==> config.mk <==
export PLATFORM = sky130hd
export DESIGN_NAME = failsafe_break_monitor
export DESIGN_NICKNAME = d
export VERILOG_FILES = /design/src/rtl/fsb_pkg.sv /design/src/rtl/failsafe_break_monitor.sv
export SDC_FILE = /design/constraint.sdc
export NUM_CORES = 1
export LEC_CHECK = 0
export ABC_AREA = 1
export BUFFER_PORTS_ARGS = -buffer_cell sky130_fd_sc_hd__buf_4
export CAP_MARGIN = 20
export CORE_UTILIZATION = 55
export DETAILED_ROUTE_END_ITERATION = 16
export PLACE_DENSITY = 0.8
export SLEW_MARGIN = 20
export SYNTH_ARGS = -nofsm -noshare
export SYNTH_HDL_FRONTEND = slang
export SYNTH_SLANG_ARGS = --single-unit
==> constraint.sdc <==
create_clock -name mclk_i -period 2.3 [get_ports mclk_i]
set_input_delay 0.46 -clock mclk_i [delete_from_list [all_inputs] [get_ports mclk_i]]
set_output_delay 0.46 -clock mclk_i [all_outputs]
set_load 0.02 [all_outputs]
==> src/rtl/fsb_pkg.sv <==
// Package: register map, field layouts and reset values of the break monitor
package fsb_pkg;

    localparam int ADDR_W = 20;

    // -------------------------------------------------------------------
    // Register byte offsets
    // -------------------------------------------------------------------
    localparam logic [7:0] OFF_CTRL   = 8'h00;
    localparam logic [7:0] OFF_STTOP  = 8'h04;
    localparam logic [7:0] OFF_STBOT  = 8'h08;
    localparam logic [7:0] OFF_STAT   = 8'h0C;
    localparam logic [7:0] OFF_CLR    = 8'h10;
    localparam logic [7:0] OFF_IEN    = 8'h14;
    localparam logic [7:0] OFF_HALT   = 8'h18;

    // -------------------------------------------------------------------
    // Guard bit positions, shared by control, status, clear and enable
    // -------------------------------------------------------------------
    localparam int BIT_FETCH = 0;
    localparam int BIT_AWR   = 1;
    localparam int BIT_SRD   = 2;
    localparam int BIT_SWR   = 3;
    localparam int BIT_OVF   = 4;
    localparam int BIT_UDF   = 5;
    localparam int NGUARD    = 6;

    // Fetch, area write, register read and write on; stack guards off
    localparam logic [5:0] CTRL_RST  = 6'h0F;
    localparam logic [5:0] IEN_RST   = 6'h00;
    localparam logic [19:0] STTOP_RST = 20'hFFFFF;
    localparam logic [19:0] STBOT_RST = 20'h00000;

    localparam logic [1:0] RESP_OKAY   = 2'h0;
    localparam logic [1:0] RESP_SLVERR = 2'h2;

    // Per-cycle view of the core's bus and stack activity
    typedef struct packed {
        logic fetch_prot;
        logic awr_prot;
        logic srd_prot;
        logic swr_prot;
        logic sp_wr;
        logic [ADDR_W-1:0] sp_val;
    } core_evt_t;

endpackage : fsb_pkg

==> src/rtl/failsafe_break_monitor.sv <==
// Fail-safe break monitor with AXI4-Lite register slave
// What this block does
// - Halt after protected fetch when fetch guard on
// - Halt after protected area write when enabled
// - Halt after protected register read when enabled
// - Halt after protected register write when enabled
// - Halt on stack overflow, guard off by default
// - Hold configurable stack top, full range
// - Halt on stack underflow, guard off by default
// - Hold configurable stack bottom address
//
// The placing of the registers and register access over AXI4-Lite were chosen for this implementation.
`timescale 1ns/1ps
module failsafe_break_monitor (
    input  wire logic              mclk_i,
    input  wire logic              rst_b_i,
    input  wire fsb_pkg::core_evt_t evt_i,
    input  wire logic [7:0]        s_axi_awaddr_i,
    input  wire logic              s_axi_awvalid_i,
    output logic                   s_axi_awready_o,
    input  wire logic [31:0]       s_axi_wdata_i,
    input  wire logic [3:0]        s_axi_wstrb_i,
    input  wire logic              s_axi_wvalid_i,
    output logic                   s_axi_wready_o,
    output logic [1:0]             s_axi_bresp_o,
    output logic                   s_axi_bvalid_o,
    input  wire logic              s_axi_bready_i,
    input  wire logic [7:0]        s_axi_araddr_i,
    input  wire logic              s_axi_arvalid_i,
    output logic                   s_axi_arready_o,
    output logic [31:0]            s_axi_rdata_o,
    output logic [1:0]             s_axi_rresp_o,
    output logic                   s_axi_rvalid_o,
    input  wire logic              s_axi_rready_i,
    output logic                   halt_o,
    output logic                   irq_o
);

    // -------------------------------------------------------------------
    // State
    // -------------------------------------------------------------------
    logic [5:0]  ctrl_r,  ctrl_nxt;
    logic [5:0]  stat_r,  stat_nxt;
    logic [5:0]  ien_r,   ien_nxt;
    logic [19:0] sttop_r, sttop_nxt;
    logic [19:0] stbot_r, stbot_nxt;
    logic [5:0]  cause_r, cause_nxt;
    logic        halt_r,  halt_nxt;
    logic        irq_r,   irq_nxt;

    logic        aw_got_r,  aw_got_nxt;
    logic        w_got_r,   w_got_nxt;
    logic [7:0]  awaddr_r,  awaddr_nxt;
    logic [31:0] wdata_r,   wdata_nxt;
    logic [3:0]  wstrb_r,   wstrb_nxt;
    logic        bvalid_r,  bvalid_nxt;
    logic [1:0]  bresp_r,   bresp_nxt;
    logic        rvalid_r,  rvalid_nxt;
    logic [31:0] rdata_r,   rdata_nxt;
    logic [1:0]  rresp_r,   rresp_nxt;
    logic        awready_r, awready_nxt;
    logic        wready_r,  wready_nxt;
    logic        arready_r, arready_nxt;

    logic [5:0]  evt_raw;
    logic [5:0]  hit;
    logic        wr_go;
    logic        rd_go;
    logic [31:0] wmask;
    logic [31:0] rd_word;
    logic [1:0]  rd_resp;

    // -------------------------------------------------------------------
    // Violation detection
    // -------------------------------------------------------------------
    always_comb begin
        evt_raw = '0;
        evt_raw[fsb_pkg::BIT_FETCH] = evt_i.fetch_prot;
        evt_raw[fsb_pkg::BIT_AWR]   = evt_i.awr_prot;
        evt_raw[fsb_pkg::BIT_SRD]   = evt_i.srd_prot;
        evt_raw[fsb_pkg::BIT_SWR]   = evt_i.swr_prot;
        // Stack grows downward: below the bottom limit is overflow
        // A pointer equal to a limit is still inside the stack
        evt_raw[fsb_pkg::BIT_OVF] = evt_i.sp_wr
                                  && (evt_i.sp_val < stbot_r);
        evt_raw[fsb_pkg::BIT_UDF] = evt_i.sp_wr
                                  && (evt_i.sp_val > sttop_r);
        hit = evt_raw & ctrl_r;
    end

    // -------------------------------------------------------------------
    // AXI4-Lite slave and register file
    // -------------------------------------------------------------------
    // Write lands only once both halves are held
    assign wr_go = aw_got_r && w_got_r && !bvalid_r;
    // A new read waits until the last one is answered
    assign rd_go = s_axi_arvalid_i && !rvalid_r;

    always_comb begin
        for (int i = 0; i < 4; i++) begin
            wmask[i*8 +: 8] = {8{wstrb_r[i]}};
        end
    end

    // -------------------------------------------------------------------
    // Read mux
    // -------------------------------------------------------------------
    // Built from the live address so the answer leaves one edge after AR
    always_comb begin
        rd_word = '0;
        rd_resp = fsb_pkg::RESP_OKAY;
        unique case (s_axi_araddr_i)
            fsb_pkg::OFF_CTRL:  rd_word[5:0]  = ctrl_r;
            fsb_pkg::OFF_STTOP: rd_word[19:0] = sttop_r;
            fsb_pkg::OFF_STBOT: rd_word[19:0] = stbot_r;
            fsb_pkg::OFF_STAT:  rd_word[5:0]  = stat_r;
            fsb_pkg::OFF_IEN:   rd_word[5:0]  = ien_r;
            fsb_pkg::OFF_HALT: begin
                rd_word[0]    = halt_r;
                rd_word[13:8] = cause_r;
            end
            // Clear register is write-only and reads as zero
            fsb_pkg::OFF_CLR:   rd_word = '0;
            default:            rd_resp = fsb_pkg::RESP_SLVERR;
        endcase
    end

    always_comb begin
        aw_got_nxt = aw_got_r;
        w_got_nxt  = w_got_r;
        awaddr_nxt = awaddr_r;
        wdata_nxt  = wdata_r;
        wstrb_nxt  = wstrb_r;
        bvalid_nxt = bvalid_r;
        bresp_nxt  = bresp_r;
        rvalid_nxt = rvalid_r;
        rdata_nxt  = rdata_r;
        rresp_nxt  = rresp_r;
        ctrl_nxt   = ctrl_r;
        ien_nxt    = ien_r;
        sttop_nxt  = sttop_r;
        stbot_nxt  = stbot_r;
        stat_nxt   = stat_r;
        cause_nxt  = cause_r;
        halt_nxt   = halt_r;

        if (s_axi_awvalid_i && !aw_got_r) begin
            aw_got_nxt = 1'b1;
            awaddr_nxt = s_axi_awaddr_i;
        end
        if (s_axi_wvalid_i && !w_got_r) begin
            w_got_nxt = 1'b1;
            wdata_nxt = s_axi_wdata_i;
            wstrb_nxt = s_axi_wstrb_i;
        end
        if (bvalid_r && s_axi_bready_i) begin
            bvalid_nxt = 1'b0;
        end

        if (wr_go) begin
            aw_got_nxt = 1'b0;
            w_got_nxt  = 1'b0;
            bvalid_nxt = 1'b1;
            bresp_nxt  = fsb_pkg::RESP_OKAY;
            unique case (awaddr_r)
                fsb_pkg::OFF_CTRL:
                    ctrl_nxt = (ctrl_r & ~wmask[5:0])
                             | (wdata_r[5:0] & wmask[5:0]);
                fsb_pkg::OFF_STTOP:
                    sttop_nxt = (sttop_r & ~wmask[19:0])
                              | (wdata_r[19:0] & wmask[19:0]);
                fsb_pkg::OFF_STBOT:
                    stbot_nxt = (stbot_r & ~wmask[19:0])
                              | (wdata_r[19:0] & wmask[19:0]);
                fsb_pkg::OFF_CLR:
                    stat_nxt = stat_r & ~(wdata_r[5:0] & wmask[5:0]);
                fsb_pkg::OFF_IEN:
                    ien_nxt = (ien_r & ~wmask[5:0])
                            | (wdata_r[5:0] & wmask[5:0]);
                fsb_pkg::OFF_HALT:
                    // Writing bit 0 as one releases the core
                    if (wmask[0] && wdata_r[0]) begin
                        halt_nxt = 1'b0;
                    end
                fsb_pkg::OFF_STAT:
                    bresp_nxt = fsb_pkg::RESP_SLVERR;
                default:
                    bresp_nxt = fsb_pkg::RESP_SLVERR;
            endcase
        end

        if (rvalid_r && s_axi_rready_i) begin
            rvalid_nxt = 1'b0;
        end
        if (rd_go) begin
            rvalid_nxt = 1'b1;
            rresp_nxt  = rd_resp;
            rdata_nxt  = rd_word;
        end

        // Events set after the clear so a same-cycle event is kept
        stat_nxt = stat_nxt | hit;
        // Halt lands the cycle after the offending access
        if (|hit) begin
            halt_nxt = 1'b1;
            // Cause keeps the first hit; later ones show only in status
            if (!halt_r) begin
                cause_nxt = hit;
            end
        end
    end

    // -------------------------------------------------------------------
    // Interrupt
    // -------------------------------------------------------------------
    // Taken from the next status so the line follows the flag edge
    always_comb begin
        irq_nxt = |(stat_nxt & ien_nxt);
    end

    // -------------------------------------------------------------------
    // Ready flags
    // -------------------------------------------------------------------
    // Registered copies keep every bus output straight off a flop
    always_comb begin
        awready_nxt = !aw_got_nxt;
        wready_nxt  = !w_got_nxt;
        arready_nxt = !rvalid_nxt;
    end

    // -------------------------------------------------------------------
    // Guard state
    // -------------------------------------------------------------------
    always_ff @(posedge mclk_i or negedge rst_b_i) begin
        if (!rst_b_i) begin
            ctrl_r  <= fsb_pkg::CTRL_RST;
            ien_r   <= fsb_pkg::IEN_RST;
            sttop_r <= fsb_pkg::STTOP_RST;
            stbot_r <= fsb_pkg::STBOT_RST;
            stat_r  <= '0;
            cause_r <= '0;
            halt_r  <= 1'b0;
            irq_r   <= 1'b0;
        end else begin
            ctrl_r  <= ctrl_nxt;
            ien_r   <= ien_nxt;
            sttop_r <= sttop_nxt;
            stbot_r <= stbot_nxt;
            stat_r  <= stat_nxt;
            cause_r <= cause_nxt;
            halt_r  <= halt_nxt;
            irq_r   <= irq_nxt;
        end
    end

    // -------------------------------------------------------------------
    // Bus state
    // -------------------------------------------------------------------
    always_ff @(posedge mclk_i or negedge rst_b_i) begin
        if (!rst_b_i) begin
            aw_got_r  <= 1'b0;
            w_got_r   <= 1'b0;
            awaddr_r  <= '0;
            wdata_r   <= '0;
            wstrb_r   <= '0;
            bvalid_r  <= 1'b0;
            bresp_r   <= fsb_pkg::RESP_OKAY;
            rvalid_r  <= 1'b0;
            rdata_r   <= '0;
            rresp_r   <= fsb_pkg::RESP_OKAY;
            awready_r <= 1'b1;
            wready_r  <= 1'b1;
            arready_r <= 1'b1;
        end else begin
            aw_got_r  <= aw_got_nxt;
            w_got_r   <= w_got_nxt;
            awaddr_r  <= awaddr_nxt;
            wdata_r   <= wdata_nxt;
            wstrb_r   <= wstrb_nxt;
            bvalid_r  <= bvalid_nxt;
            bresp_r   <= bresp_nxt;
            rvalid_r  <= rvalid_nxt;
            rdata_r   <= rdata_nxt;
            rresp_r   <= rresp_nxt;
            awready_r <= awready_nxt;
            wready_r  <= wready_nxt;
            arready_r <= arready_nxt;
        end
    end

    // -------------------------------------------------------------------
    // Outputs
    // -------------------------------------------------------------------
    assign s_axi_awready_o = awready_r;
    assign s_axi_wready_o  = wready_r;
    assign s_axi_arready_o = arready_r;
    assign s_axi_bvalid_o  = bvalid_r;
    assign s_axi_bresp_o   = bresp_r;
    assign s_axi_rvalid_o  = rvalid_r;
    assign s_axi_rdata_o   = rdata_r;
    assign s_axi_rresp_o   = rresp_r;
    assign halt_o          = halt_r;
    assign irq_o           = irq_r;

endmodule : failsafe_break_monitor

==> qor.txt <==
initial antenna violation count = 0
Yosys top cell by area = dfrtp_1
GPL Wtd Cong = 0.9050
largest cells by area after synthesis = dfrtp_1 (39%), nand2_1 (12%), dfstp_2 (11%)
std cell rows = 39
Worst-path clk slew = 0.05 ns
status = finished, final reports clean
fraction of the yosys area taken by sequential cells = 49.81%
drt initial violations = 288
Via density = 5.215
routed len/inst = 14.73 um
clk root buf = clkbuf_16
Post-Synth Adder-Cell Area = 7.628%
total power = 8.429 mW
largest net degree at the start of global routing = 53
Worst-Skew Late Latency = 0.43 ns
# IOs = 127
post-synth top area share = 38.72%
fin crit period = 2.083 ns
Mapped Cells = 771
largest family of logic cells by synthesized area = simple AND/OR/NAND/NOR gates
Die Ht = 109.9 um
Avg Synthesized Cell Area = 8.298 sq um
Vias = 5429
mapped cell area = 0.006397 sq mm
most frequent cells in the layout = nand2_1 (194), buf_4 (110), inv_1 (107), dfrtp_1 (99), nor2_1 (68)
TNS Setup = 0 ns
WHS = 0.0003087 ns
Ys Warns = 0
HP Class = in2async
synth unique cells = 34
Worst-Margin Slew = 0.6586 ns
simple-gate share of the synthesized area = 18.40%
die area = 0.01207 sq mm
worst reg2reg path endpoint = cause_r[1]$_DFFE_PN0P_
FF-to-FF path depth = 13
most common cell after layout, fill and taps aside = nand2_1
CP required = 2.61 ns
Congestion Overflow GR = 0
drt first pass iters = 6
max frequency = 480.1 MHz
Die X = 109.9 um
Fin. Hold Viols = 0
share of layout cells above drive strength 1 = 21.16%
Total GRT Usage = 27.66%
CP endpoint kind = flop
DRT antenna net count = 0
Total Routed Length = 15340 um
first-pass GRT wire length = 24450 um
CP max FO = 6
mux cell area share after synthesis = 1.584%
CORE AREA = 0.01137 sq mm
crit path launch type = flop
Max Root-Sink Buffers = 2
final core utilization = 70.19%
DP Wirelength = 11010 um
IO Port Bufs = 99
compound-cell area share of the yosys netlist = 13.34%
arrival time at the worst endpoint = 2.40 ns
clk_skew = 0.007897 ns
post-detailed-route DRC marker count = 0
Cell Pwr Density = 1056 mW/mm^2
R2R Setup Slk = 0.22 ns
fin. max-slew vios = 0
clk sinks = 126
TritonCTS clock tree = yes
final clock period utilization by the worst path = 90.55%
Relative slew margins = 56.05%
synth-to-layout area growth = 24.74%
filler instances = 899
#FFs+latches synth = 126
Post-layout nets = 1008
CTS Buf Count = 17
CP Class = reg2reg
post-synthesis xor/xnor area fraction = 0%
maximum VDD drop = 0.9432 mV
Setup violations, final = 0
H-tree depth = 4
cell leakage power = 3.899 nW
initial core utilization = 56.27%
# diodes = 0
RSZ-0062 raised after global routing = false
Max Cap Violations = 0
vias in the first global route = 5103
==> per-layer routing <==
metal  GRT usage (%)  vias up  wire length [um]
met2           45.22      198              7393
met3           7.350       31              1074
met1           35.40     2516              6537
met4           9.810        0               334
li1                -     2684                 -
met5               0        -                 0
==> metrics by stage <==
stage                     std cells  area, sq um  worst slack, ns
final                          1041         7980           0.2172
after global placement         1009         7317           0.1763
after CTS                      1041         7975           0.1107
after detailed placement       1009         7317           0.1356
after global routing           1041         7980          0.02487
after floorplan                 784         6446           0.4097
==> worst max path at each step <==
stage | startpoint | endpoint | slack, ns
floorplan | flop | cause_r[0]$_DFFE_PN0P_ | 0.41
global placement | evt_i[11] | cause_r[4]$_DFFE_PN0P_ | 0.18
detailed placement | evt_i[19] | cause_r[1]$_DFFE_PN0P_ | 0.14
CTS | flop | cause_r[1]$_DFFE_PN0P_ | 0.11
global route | flop | cause_r[1]$_DFFE_PN0P_ | 0.02
finish | flop | cause_r[1]$_DFFE_PN0P_ | 0.22
==> cell type report <==
cell class | instances | area, sq um | share of cell area (%)
clock inverter | 11 | 187.7 | 2.352
timing repair buffer | 112 | 865.8 | 10.85
tap | 143 | 178.9 | 2.242
sequential | 126 | 3187 | 39.93
inverter | 110 | 412.9 | 5.174
clock buffer | 21 | 470.5 | 5.895
multi-input combinational | 518 | 2678 | 33.55
==> logic make-up (layout without fill, tap and decap cells) <==
kind of cell               Yosys count  in the layout
AOI/OAI and AO/OA                  163            163
buffers and inverters              140            254
other                                1             14
adders and majority gates           39             39
DFF                                126            126
and+or+nand+nor                    293            293
muxes                                9              9
==> Yosys cell counts <==
library cell	n
nand2_1	196
inv_1	107
dfrtp_1	99
nor2_1	68
a21oi_1	67
o21ai_0	62
ha_1	39
dfstp_2	27
o21ai_1	18
buf_4	15
nand3_1	15
clkbuf_1	10
mux2_2	9
o22ai_1	5
buf_2	4
nor3_1	4
a21o_1	3
inv_2	3
a22o_1	2
a31oi_1	2
nand3_2	2
nand4_1	2
a221oi_1	1
buf_1	1
conb_1	1
nand3b_1	1
nor2_2	1
nor2_4	1
nor4_1	1
nor4_4	1
o21bai_1	1
o2bb2ai_1	1
o41ai_1	1
or2_2	1
==> timing repair <==
action	CTS	global route
gates resized for setup	0	2
buffers inserted	0	0
endpoints found under the setup margin	0	6
hold buffers	0	0
==> power by group <==
| part | internal, mW | switching, mW |
|---|---|---|
| logic | 0.840 | 1.34 |
| registers | 2.90 | 0.381 |
| clock network | 2.00 | 0.967 |
| total | 5.74 | 2.69 |
==> worst max-delay path: stages (launching register included) <==
cell     delay, ns
dfstp_2       0.54
inv_1         0.05
ha_1          0.31
nand2_1       0.07
nor2_1        0.16
nand2_1       0.11
nor2_1        0.15
nand2_1       0.06
nand3_1       0.08
nand2_1       0.08
nand2_2       0.12
nand2_2       0.10
nand2_1       0.08
nand2_1       0.06
No activity file was read; power rests on OpenSTA's default activity.
